File: src/fsr_pkg.sv
// Constants and types for the FEC status and event register bank
package fsr_pkg;
    // ****************************************
    // Register offsets
    // ****************************************
    localparam logic [15:0] ADDR_CORRUPT_LOW = 16'h0337;
    localparam logic [15:0] ADDR_CORRUPT_HIGH = 16'h0338;
    localparam logic [15:0] ADDR_START_PATTERN = 16'h0340;
    localparam logic [15:0] ADDR_GROUND_A = 16'h0342;
    localparam logic [15:0] ADDR_GROUND_B = 16'h0343;
    localparam logic [15:0] ADDR_ORBIT_A = 16'h0344;
    localparam logic [15:0] ADDR_ORBIT_B = 16'h0345;
    localparam logic [15:0] ADDR_PATH_CHOICE = 16'h0346;
    localparam logic [15:0] ADDR_EVENT_ENABLE = 16'h0350;
    localparam logic [15:0] ADDR_EVENT_PENDING = 16'h0351;
    localparam logic [15:0] ADDR_DECODER_CONFIG = 16'h0331;
    localparam logic [15:0] ADDR_COUNT_TRIGGER = 16'h0332;

    // ****************************************
    // Reset values and field positions
    // ****************************************
    localparam logic [7:0] RST_START_PATTERN = 8'h1d;
    localparam logic [4:0] RST_EVENT_ENABLE = 5'h00;
    localparam logic [4:0] RST_EVENT_PENDING = 5'h00;
    localparam logic [3:0] RST_DECODER_CONFIG = 4'h3;
    localparam int CFG_WINDOW_LSB = 2;
    localparam int TRIG_SINGLE_BIT = 0;
    localparam int EV_WINDOW_DONE = 4;
    localparam int EV_ORBIT_B = 3;
    localparam int EV_ORBIT_A = 2;
    localparam int EV_GROUND = 1;
    localparam int EV_MGMT = 0;

    // ****************************************
    // Error report codes and path codes
    // ****************************************
    localparam logic [4:0] ERR_NONE = 5'h00;
    localparam logic [4:0] ERR_MAX_FIXED = 5'h10;
    localparam logic [4:0] ERR_UNFIXABLE = 5'h1f;
    localparam logic [1:0] PATH_ORBIT = 2'h0;
    localparam logic [1:0] PATH_GROUND = 2'h1;

    // ****************************************
    // Window lengths in blocks, minus one
    // ****************************************
    localparam logic [9:0] WIN_LAST_16 = 10'h00f;
    localparam logic [9:0] WIN_LAST_64 = 10'h03f;
    localparam logic [9:0] WIN_LAST_256 = 10'h0ff;
    localparam logic [9:0] WIN_LAST_1024 = 10'h3ff;
    localparam logic [9:0] COUNT_MAX = 10'h3ff;

    typedef enum logic [1:0] {
        WIN_IDLE = 2'b00,
        WIN_RUN = 2'b01,
        WIN_HOLD = 2'b11
    } fsr_win_state_type;

    // Event pulses from the decoder datapaths
    typedef struct packed {
        logic mgmt_request;
        logic ground_rate_ready;
        logic orbit_a_rate_ready;
        logic orbit_b_rate_ready;
    } fsr_events_type;

    // One per-block error report with its strobe
    typedef struct packed {
        logic valid;
        logic [4:0] code;
    } fsr_report_type;
endpackage

File: src/fsr_regs.sv
// FEC status, report and event register bank
`timescale 1ns/100ps
// Summary of operation
// A 10-bit read-only count of corrupted blocks reads low byte at 0337 and bits 9..8 at 0338.
// The decoder start pattern at 0340 is read/write, 8 bits, resets to 1D and drives the decoder.
// Each block report is 5 bits: 00 none, 01..10 bytes corrected, 1F uncorrectable.
// Ground block A/B reports read at 0342/0343 and orbit block A/B reports at 0344/0345.
// The 2-bit path choice at 0346 reads 00 for orbit and 01 for ground.
// The 5-bit enable at 0350 resets to 00 and passes a request only where its bit is one.
// The 5-bit pending vector at 0351 resets to 00; writing zero to a bit clears it.
// Bit 4 window done, bit 3 orbit B rate, bit 2 orbit A rate, bit 1 ground rate, bit 0 mgmt.
// Any write to 0332 pulses a start of the block counter, which stays idle after reset.
// The counting window is 16, 64, 256 or 1024 blocks and its end raises the done event.
// Each fresh rate result from the decoders sets its own pending bit.
// The request output is high while any pending bit is set together with its enable bit.
// An event in the same cycle as a software clear of its bit leaves the bit set.
module fsr_regs (
    // Clock and reset
    input wire logic sys_clk_i,
    input wire logic sys_rst_i,
    // Register port behind the two-wire control interface
    input wire logic [15:0] reg_addr_i,
    input wire logic reg_wr_i,
    input wire logic [7:0] reg_wdata_i,
    output logic [7:0] reg_rdata_o,
    // Decoder status inputs
    input wire fsr_pkg::fsr_events_type events_i,
    input wire logic block_done_i,
    input wire logic block_bad_i,
    input wire fsr_pkg::fsr_report_type ground_a_i,
    input wire fsr_pkg::fsr_report_type ground_b_i,
    input wire fsr_pkg::fsr_report_type orbit_a_i,
    input wire fsr_pkg::fsr_report_type orbit_b_i,
    input wire logic path_valid_i,
    input wire logic [1:0] path_choice_i,
    // Outputs to the decoder and host
    output logic [7:0] decoder_start_pattern_o,
    output logic terr_sat_combine_o,
    output logic force_preamble_o,
    output logic irq_o
);
    logic [7:0] pattern_q, pattern_d;
    logic [3:0] config_q, config_d;
    logic [4:0] enable_q, enable_d;
    logic [4:0] pending_q, pending_d;
    logic [4:0] gnd_a_q, gnd_a_d, gnd_b_q, gnd_b_d;
    logic [4:0] orb_a_q, orb_a_d, orb_b_q, orb_b_d;
    logic [1:0] path_q, path_d;
    logic [7:0] rdata_q, rdata_d;
    logic irq_q, irq_d;
    logic start_pulse;
    logic trigger_single;
    logic window_done;
    logic [9:0] corrupt_count;
    logic [4:0] event_vec;
    logic [4:0] keep_mask;

    // ****************************************
    // Block error counter
    // ****************************************
    assign start_pulse = reg_wr_i && reg_addr_i == fsr_pkg::ADDR_COUNT_TRIGGER;
    assign trigger_single = reg_wdata_i[fsr_pkg::TRIG_SINGLE_BIT];

    fsr_block_counter u_counter (
        .sys_clk_i(sys_clk_i),
        .sys_rst_i(sys_rst_i),
        .start_i(start_pulse),
        .single_i(trigger_single),
        .window_sel_i(config_q[fsr_pkg::CFG_WINDOW_LSB +: 2]),
        .block_done_i(block_done_i),
        .block_bad_i(block_bad_i),
        .corrupt_block_count_o(corrupt_count),
        .error_window_done_o(window_done)
    );

    // ****************************************
    // Event vector and pending bits
    // ****************************************
    always_comb begin
        event_vec = 5'h00;
        event_vec[fsr_pkg::EV_WINDOW_DONE] = window_done;
        event_vec[fsr_pkg::EV_ORBIT_B] = events_i.orbit_b_rate_ready;
        event_vec[fsr_pkg::EV_ORBIT_A] = events_i.orbit_a_rate_ready;
        event_vec[fsr_pkg::EV_GROUND] = events_i.ground_rate_ready;
        event_vec[fsr_pkg::EV_MGMT] = events_i.mgmt_request;
    end

    always_comb begin
        keep_mask = 5'h1f;
        if (reg_wr_i && reg_addr_i == fsr_pkg::ADDR_EVENT_PENDING) begin
            keep_mask = reg_wdata_i[4:0];
        end
        // Set beats clear, and the enable does not gate setting
        pending_d = (pending_q & keep_mask) | event_vec;
        irq_d = |(pending_d & enable_d);
    end

    // ****************************************
    // Writable registers and captured reports
    // ****************************************
    always_comb begin
        pattern_d = pattern_q;
        config_d = config_q;
        enable_d = enable_q;
        if (reg_wr_i) begin
            if (reg_addr_i == fsr_pkg::ADDR_START_PATTERN) begin
                pattern_d = reg_wdata_i;
            end else if (reg_addr_i == fsr_pkg::ADDR_DECODER_CONFIG) begin
                config_d = reg_wdata_i[3:0];
            end else if (reg_addr_i == fsr_pkg::ADDR_EVENT_ENABLE) begin
                enable_d = reg_wdata_i[4:0];
            end
        end
        gnd_a_d = ground_a_i.valid ? ground_a_i.code : gnd_a_q;
        gnd_b_d = ground_b_i.valid ? ground_b_i.code : gnd_b_q;
        orb_a_d = orbit_a_i.valid ? orbit_a_i.code : orb_a_q;
        orb_b_d = orbit_b_i.valid ? orbit_b_i.code : orb_b_q;
        path_d = path_valid_i ? path_choice_i : path_q;
    end

    // ****************************************
    // Read mux
    // ****************************************
    always_comb begin
        rdata_d = 8'h00;
        if (reg_addr_i == fsr_pkg::ADDR_CORRUPT_LOW) begin
            rdata_d = corrupt_count[7:0];
        end else if (reg_addr_i == fsr_pkg::ADDR_CORRUPT_HIGH) begin
            rdata_d = {6'h00, corrupt_count[9:8]};
        end else if (reg_addr_i == fsr_pkg::ADDR_START_PATTERN) begin
            rdata_d = pattern_q;
        end else if (reg_addr_i == fsr_pkg::ADDR_DECODER_CONFIG) begin
            rdata_d = {4'h0, config_q};
        end else if (reg_addr_i == fsr_pkg::ADDR_GROUND_A) begin
            rdata_d = {3'h0, gnd_a_q};
        end else if (reg_addr_i == fsr_pkg::ADDR_GROUND_B) begin
            rdata_d = {3'h0, gnd_b_q};
        end else if (reg_addr_i == fsr_pkg::ADDR_ORBIT_A) begin
            rdata_d = {3'h0, orb_a_q};
        end else if (reg_addr_i == fsr_pkg::ADDR_ORBIT_B) begin
            rdata_d = {3'h0, orb_b_q};
        end else if (reg_addr_i == fsr_pkg::ADDR_PATH_CHOICE) begin
            rdata_d = {6'h00, path_q};
        end else if (reg_addr_i == fsr_pkg::ADDR_EVENT_ENABLE) begin
            rdata_d = {3'h0, enable_q};
        end else if (reg_addr_i == fsr_pkg::ADDR_EVENT_PENDING) begin
            rdata_d = {3'h0, pending_q};
        end
    end

    always_ff @(posedge sys_clk_i) begin
        if (sys_rst_i) begin
            pattern_q <= fsr_pkg::RST_START_PATTERN;
            config_q <= fsr_pkg::RST_DECODER_CONFIG;
            enable_q <= fsr_pkg::RST_EVENT_ENABLE;
            pending_q <= fsr_pkg::RST_EVENT_PENDING;
            gnd_a_q <= fsr_pkg::ERR_NONE;
            gnd_b_q <= fsr_pkg::ERR_NONE;
            orb_a_q <= fsr_pkg::ERR_NONE;
            orb_b_q <= fsr_pkg::ERR_NONE;
            path_q <= fsr_pkg::PATH_ORBIT;
            rdata_q <= 8'h00;
            irq_q <= 1'b0;
        end else begin
            pattern_q <= pattern_d;
            config_q <= config_d;
            enable_q <= enable_d;
            pending_q <= pending_d;
            gnd_a_q <= gnd_a_d;
            gnd_b_q <= gnd_b_d;
            orb_a_q <= orb_a_d;
            orb_b_q <= orb_b_d;
            path_q <= path_d;
            rdata_q <= rdata_d;
            irq_q <= irq_d;
        end
    end

    assign reg_rdata_o = rdata_q;
    assign decoder_start_pattern_o = pattern_q;
    assign terr_sat_combine_o = config_q[1];
    assign force_preamble_o = config_q[0];
    assign irq_o = irq_q;
endmodule

File: src/fsr_block_counter.sv
// Corrupted block counter over a programmable window of blocks
`timescale 1ns/100ps
module fsr_block_counter (
    // Clock and reset
    input wire logic sys_clk_i,
    input wire logic sys_rst_i,
    // Control
    input wire logic start_i,
    input wire logic single_i,
    input wire logic [1:0] window_sel_i,
    // Block stream
    input wire logic block_done_i,
    input wire logic block_bad_i,
    // Results
    output logic [9:0] corrupt_block_count_o,
    output logic error_window_done_o
);
    fsr_pkg::fsr_win_state_type state_q, state_d;
    logic [9:0] blocks_q, blocks_d;
    logic [9:0] bad_q, bad_d;
    logic [9:0] result_q, result_d;
    logic done_q, done_d;
    logic single_q, single_d;
    logic [9:0] last_block;
    logic [9:0] bad_next;

    always_comb begin
        case (window_sel_i)
            2'b00: last_block = fsr_pkg::WIN_LAST_16;
            2'b01: last_block = fsr_pkg::WIN_LAST_64;
            2'b10: last_block = fsr_pkg::WIN_LAST_256;
            default: last_block = fsr_pkg::WIN_LAST_1024;
        endcase
    end

    // ****************************************
    // Window state machine
    // ****************************************
    always_comb begin
        state_d = state_q;
        blocks_d = blocks_q;
        bad_d = bad_q;
        result_d = result_q;
        done_d = 1'b0;
        single_d = single_q;
        // Saturate so a fully bad 1024 window reads as the top value
        bad_next = (block_bad_i && bad_q != fsr_pkg::COUNT_MAX) ? bad_q + 10'h001 : bad_q;
        if (start_i) begin
            state_d = fsr_pkg::WIN_RUN;
            blocks_d = 10'h000;
            bad_d = 10'h000;
            single_d = single_i;
        end else begin
            case (state_q)
                fsr_pkg::WIN_RUN: begin
                    if (block_done_i) begin
                        if (blocks_q == last_block) begin
                            result_d = bad_next;
                            done_d = 1'b1;
                            blocks_d = 10'h000;
                            bad_d = 10'h000;
                            state_d = single_q ? fsr_pkg::WIN_HOLD : fsr_pkg::WIN_RUN;
                        end else begin
                            blocks_d = blocks_q + 10'h001;
                            bad_d = bad_next;
                        end
                    end
                end
                default: begin
                    state_d = state_q;
                end
            endcase
        end
    end

    always_ff @(posedge sys_clk_i) begin
        if (sys_rst_i) begin
            state_q <= fsr_pkg::WIN_IDLE;
            blocks_q <= 10'h000;
            bad_q <= 10'h000;
            result_q <= 10'h000;
            done_q <= 1'b0;
            single_q <= 1'b1;
        end else begin
            state_q <= state_d;
            blocks_q <= blocks_d;
            bad_q <= bad_d;
            result_q <= result_d;
            done_q <= done_d;
            single_q <= single_d;
        end
    end

    assign corrupt_block_count_o = result_q;
    assign error_window_done_o = done_q;
endmodule

File: config.mk
export PLATFORM = sky130hd
export DESIGN_NAME = fsr_regs
export DESIGN_NICKNAME = d
export VERILOG_FILES = /design/src/fsr_pkg.sv /design/src/fsr_regs.sv /design/src/fsr_block_counter.sv
export SDC_FILE = /design/constraint.sdc
export NUM_CORES = 1
export LEC_CHECK = 0
export BUFFER_PORTS_ARGS = -buffer_cell sky130_fd_sc_hd__buf_2
export CAP_MARGIN = 20
export CORE_ASPECT_RATIO = 1.1
export CORE_MARGIN = 2
export CORE_UTILIZATION = 45
export DETAILED_ROUTE_END_ITERATION = 10
export PLACE_DENSITY = 0.76
export SYNTH_ARGS = -nofsm -noshare
export SYNTH_HDL_FRONTEND = slang
export SYNTH_SLANG_ARGS = --single-unit
File: constraint.sdc
create_clock -name sys_clk_i -period 2.95 [get_ports sys_clk_i]
set_input_delay 0 -clock sys_clk_i [delete_from_list [all_inputs] [get_ports sys_clk_i]]
set_output_delay 0 -clock sys_clk_i [all_outputs]
set_load 0.1 [all_outputs]
==> results.yml <==
cells_and_area:
  stdcell_count: 788
  antenna_cells: 0
  drive_gt1_frac: 0.1811
  area_growth_pct: 25.19
  final_core_util: 0.5764
  fin_nets: 725
floorplanning:
  io_pins: 79
  start_util: 0.4604
  die_w_um: 99.45
  die_h_um: 109.0
  coreArea_sq_um: 9794
  die_area_sq_um: 10840
  num_rows: 38
sta:
  period_needed_ns: 2.327
  worst_slew_pin_slew_ns: 0.8938
  max_freq_mhz: 429.7
  clock_skew_ns: 0.01144
  whs_ns: 0.005690
  relSlewSlack: 0.3986
  maxSlewViolCount: 0
  finalHoldViolations: 0
  setup_violations: 0
  tns_ns: 0
  rsz0062_at_grt: "false"
  min_period_over_period: 0.7889
logic_synthesis:
  seq_area_frac_synth: 0.3862
  synth_cells: 546
  synth_edf_count: 0
  synth_area_leaders: "dfxtp_1 (39%), mux2i_1 (8.4%), nor2_1 (7.2%), a21oi_1 (4.7%), nand2_1 (4.7%)"
  synth_nets: 608
  synth_top_area_frac: 0.3862
  async_flop_share: 0
  yosys_warnings: 0
  synth_ff_type: "dfxtp_1"
  synth_cell_types: 67
  synth.largest_area_cell: "dfxtp_1"
  synth_seq_cells: 87
  syn_area_per_cell_sq_um: 8.259
  synth_area_sq_um: 4509
setup_path:
  crit_arrival_ns: 2.58
  slowest_delay_ns: 0.62
  crit_required_ns: 3.20
  cp-end-kind: "flop"
  critPathKind: "flop to flop"
  critPathMaxFanout: 13
  crit_chain: "nor4_1 > a31oi_1 > or3_1 > nor3_4 > mux2i_1 > nor2_1"
  crit_family: "simple AND/OR/NAND/NOR gates"
  crit_path_start_kind: "flop"
  critPathSlowestCell: "nor3_4"
  critPathBufInv: 0
pwr:
  p_total_mw: 2.253
  p_per_area_nw_per_um2: 399.1
  ir_drop_mv: 0.2667
  p_leak_nw: 2.222
clocking:
  cts-root-buf: "clkbuf_8"
  clkTransAtPathRegs_ns: 0.10
  cts_tree: "built"
  cts_max_level: 3
  cts_buffers: 9
  cts.sinks: 87
  insertion_delay_ns: 0.37
  clock_tree.buffer_depth: 2
  post-cts-setup-buffer-count: 0
global_route:
  globalRouteTotalUtil: 0.2438
  grt_antenna_before_repair: 0
  grt_pass1_vias: 4443
  grt_first_pass_wirelength_mm: 21.00
  overflow: 0
  grt_start_max_net_pins: 49
place:
  gp_congestion: 0.9532
  portBuffers: 78
  dp_hpwl_mm: 9.024
  post-place-cells: 722
route:
  wirelength_mm: 12.94
  firstDrtPassIters: 7
  wl_per_cell_um: 16.42
  first_iter_violations: 340
  drc_errors: 0
  antenna_left: 0
  via_per_inst: 5.697
  vias: 4489
job:
  max-cap-violations: 0
hold_path:
  hp-class: "input pin to flop"
status:
  outcome: "complete, no violations"
-- Yosys cell counts (all sizes together), types with 11 or more instances --
cell type and count:
a21oi 42, clkbuf 18, dfxtp 87, inv 11, mux2i 38, nand2 56
nand3 17, nor2 87, nor3 14, o21ai 21, xor2 11
-- power breakdown --
part	switching, mW	internal, mW
registers	0.0144	1.20
logic	0.127	0.131
clock network	0.469	0.316
total	0.611	1.64
-- worst reg2reg max path, stage by stage, from the launching register on --
cell     delay, ns
dfxtp_1       0.36
nor4_1        0.30
a31oi_1       0.09
or3_1         0.51
nor3_4        0.62
mux2i_1       0.28
nor2_1        0.06
-- path summary, 6_finish.rpt --
path	cells after the start	to	slack [ns]	startpoint
hold reg to reg	2	enable_q[3]	0.48	enable_q[3]
setup / recovery	6	u_counter.corrupt_block_count_o[4]	0.62	config_q[2]
setup reg to reg	6	u_counter.corrupt_block_count_o[4]	0.62	config_q[2]
hold / removal	3	orb_b_q[3]	0.006	orbit_b_i[5]
-- layout make-up --
| cell class | instances | area (sq um) |
|---|---|---|
| fill | 847 | 4149 |
| multi-input combinational | 421 | 2605 |
| sequential | 87 | 1742 |
| timing repair buffer | 133 | 928.4 |
| tap | 120 | 150.1 |
| clock buffer | 9 | 123.9 |
| clock inverter | 7 | 55.05 |
| inverter | 11 | 41.29 |
-- registers in the layout, indices dropped and copies added, names as in the netlist, 4 cells and up --
signal and flops:
pending_q 5, reg_rdata_o 8, u_counter.bad_q 10, orb_b_q 5, orb_a_q 5, config_q 4, decoder_start_pattern_o 8, gnd_b_q 5
enable_q 5, gnd_a_q 5, u_counter.corrupt_block_count_o 10, u_counter.blocks_q 10
-- metal layers --
layer / part of all wire / global-route usage
met5: 0 / 0
met1: 0.42 / 0.2827
met4: 0.031 / 0.1223
met3: 0.049 / 0.03590
met2: 0.50 / 0.4377
-- cells by family (layout without fill, tap and decap cells) --
logic type | count (synthesis) | after routing | share of synthesized area
AO/OA/AOI/OAI | 113 | 113 | 0.1601
XOR/XNOR | 14 | 14 | 0.02719
adder cells (fa/ha/maj) | 2 | 2 | 0.005549
buffers and inverters | 38 | 160 | 0.03607
flip-flops | 87 | 87 | 0.3862
multiplexers | 42 | 42 | 0.09434
AND/OR/NAND/NOR | 250 | 250 | 0.2905
-- placed cells by master (no fill, tap or decap), types with 3 or more instances in the layout --
master / instances
xnor2_1: 3
a31oi_1: 3
nor3_1: 11
nand3_1: 17
or4_4: 3
nand3b_1: 8
and3_1: 8
buf_4: 5
buf_2: 78
or3_1: 4
inv_1: 11
a21oi_1: 42
a211o_1: 4
o21ai_1: 9
o21ai_0: 12
o21bai_1: 3
nor4_1: 5
o22ai_1: 6
mux2i_1: 38
dfxtp_1: 87
nand2_1: 56
and2_1: 5
clkbuf_8: 9
nand2b_1: 6
nand4_1: 9
mux2_2: 4
xor2_1: 11
dlygate4sd3_1: 50
a211oi_2: 3
a22oi_1: 8
nor2b_1: 9
nor2_1: 86
a32oi_1: 3
-- through the flow --
stage	setup WS, ns	cell area (sq um)
global route	0.4036	5645
detailed placement	0.6426	4966
floorplan	1.003	4509
global placement	0.7105	4966
CTS	0.6262	5645
finish	0.6226	5645
-- what timing repair did --
| action | CTS | global route |
|---|---|---|
| gates resized for setup | 0 | 0 |
| hold buffers | 50 | 0 |
| endpoints found under the hold margin | 42 | 0 |
(Power assumes the default switching activity.)
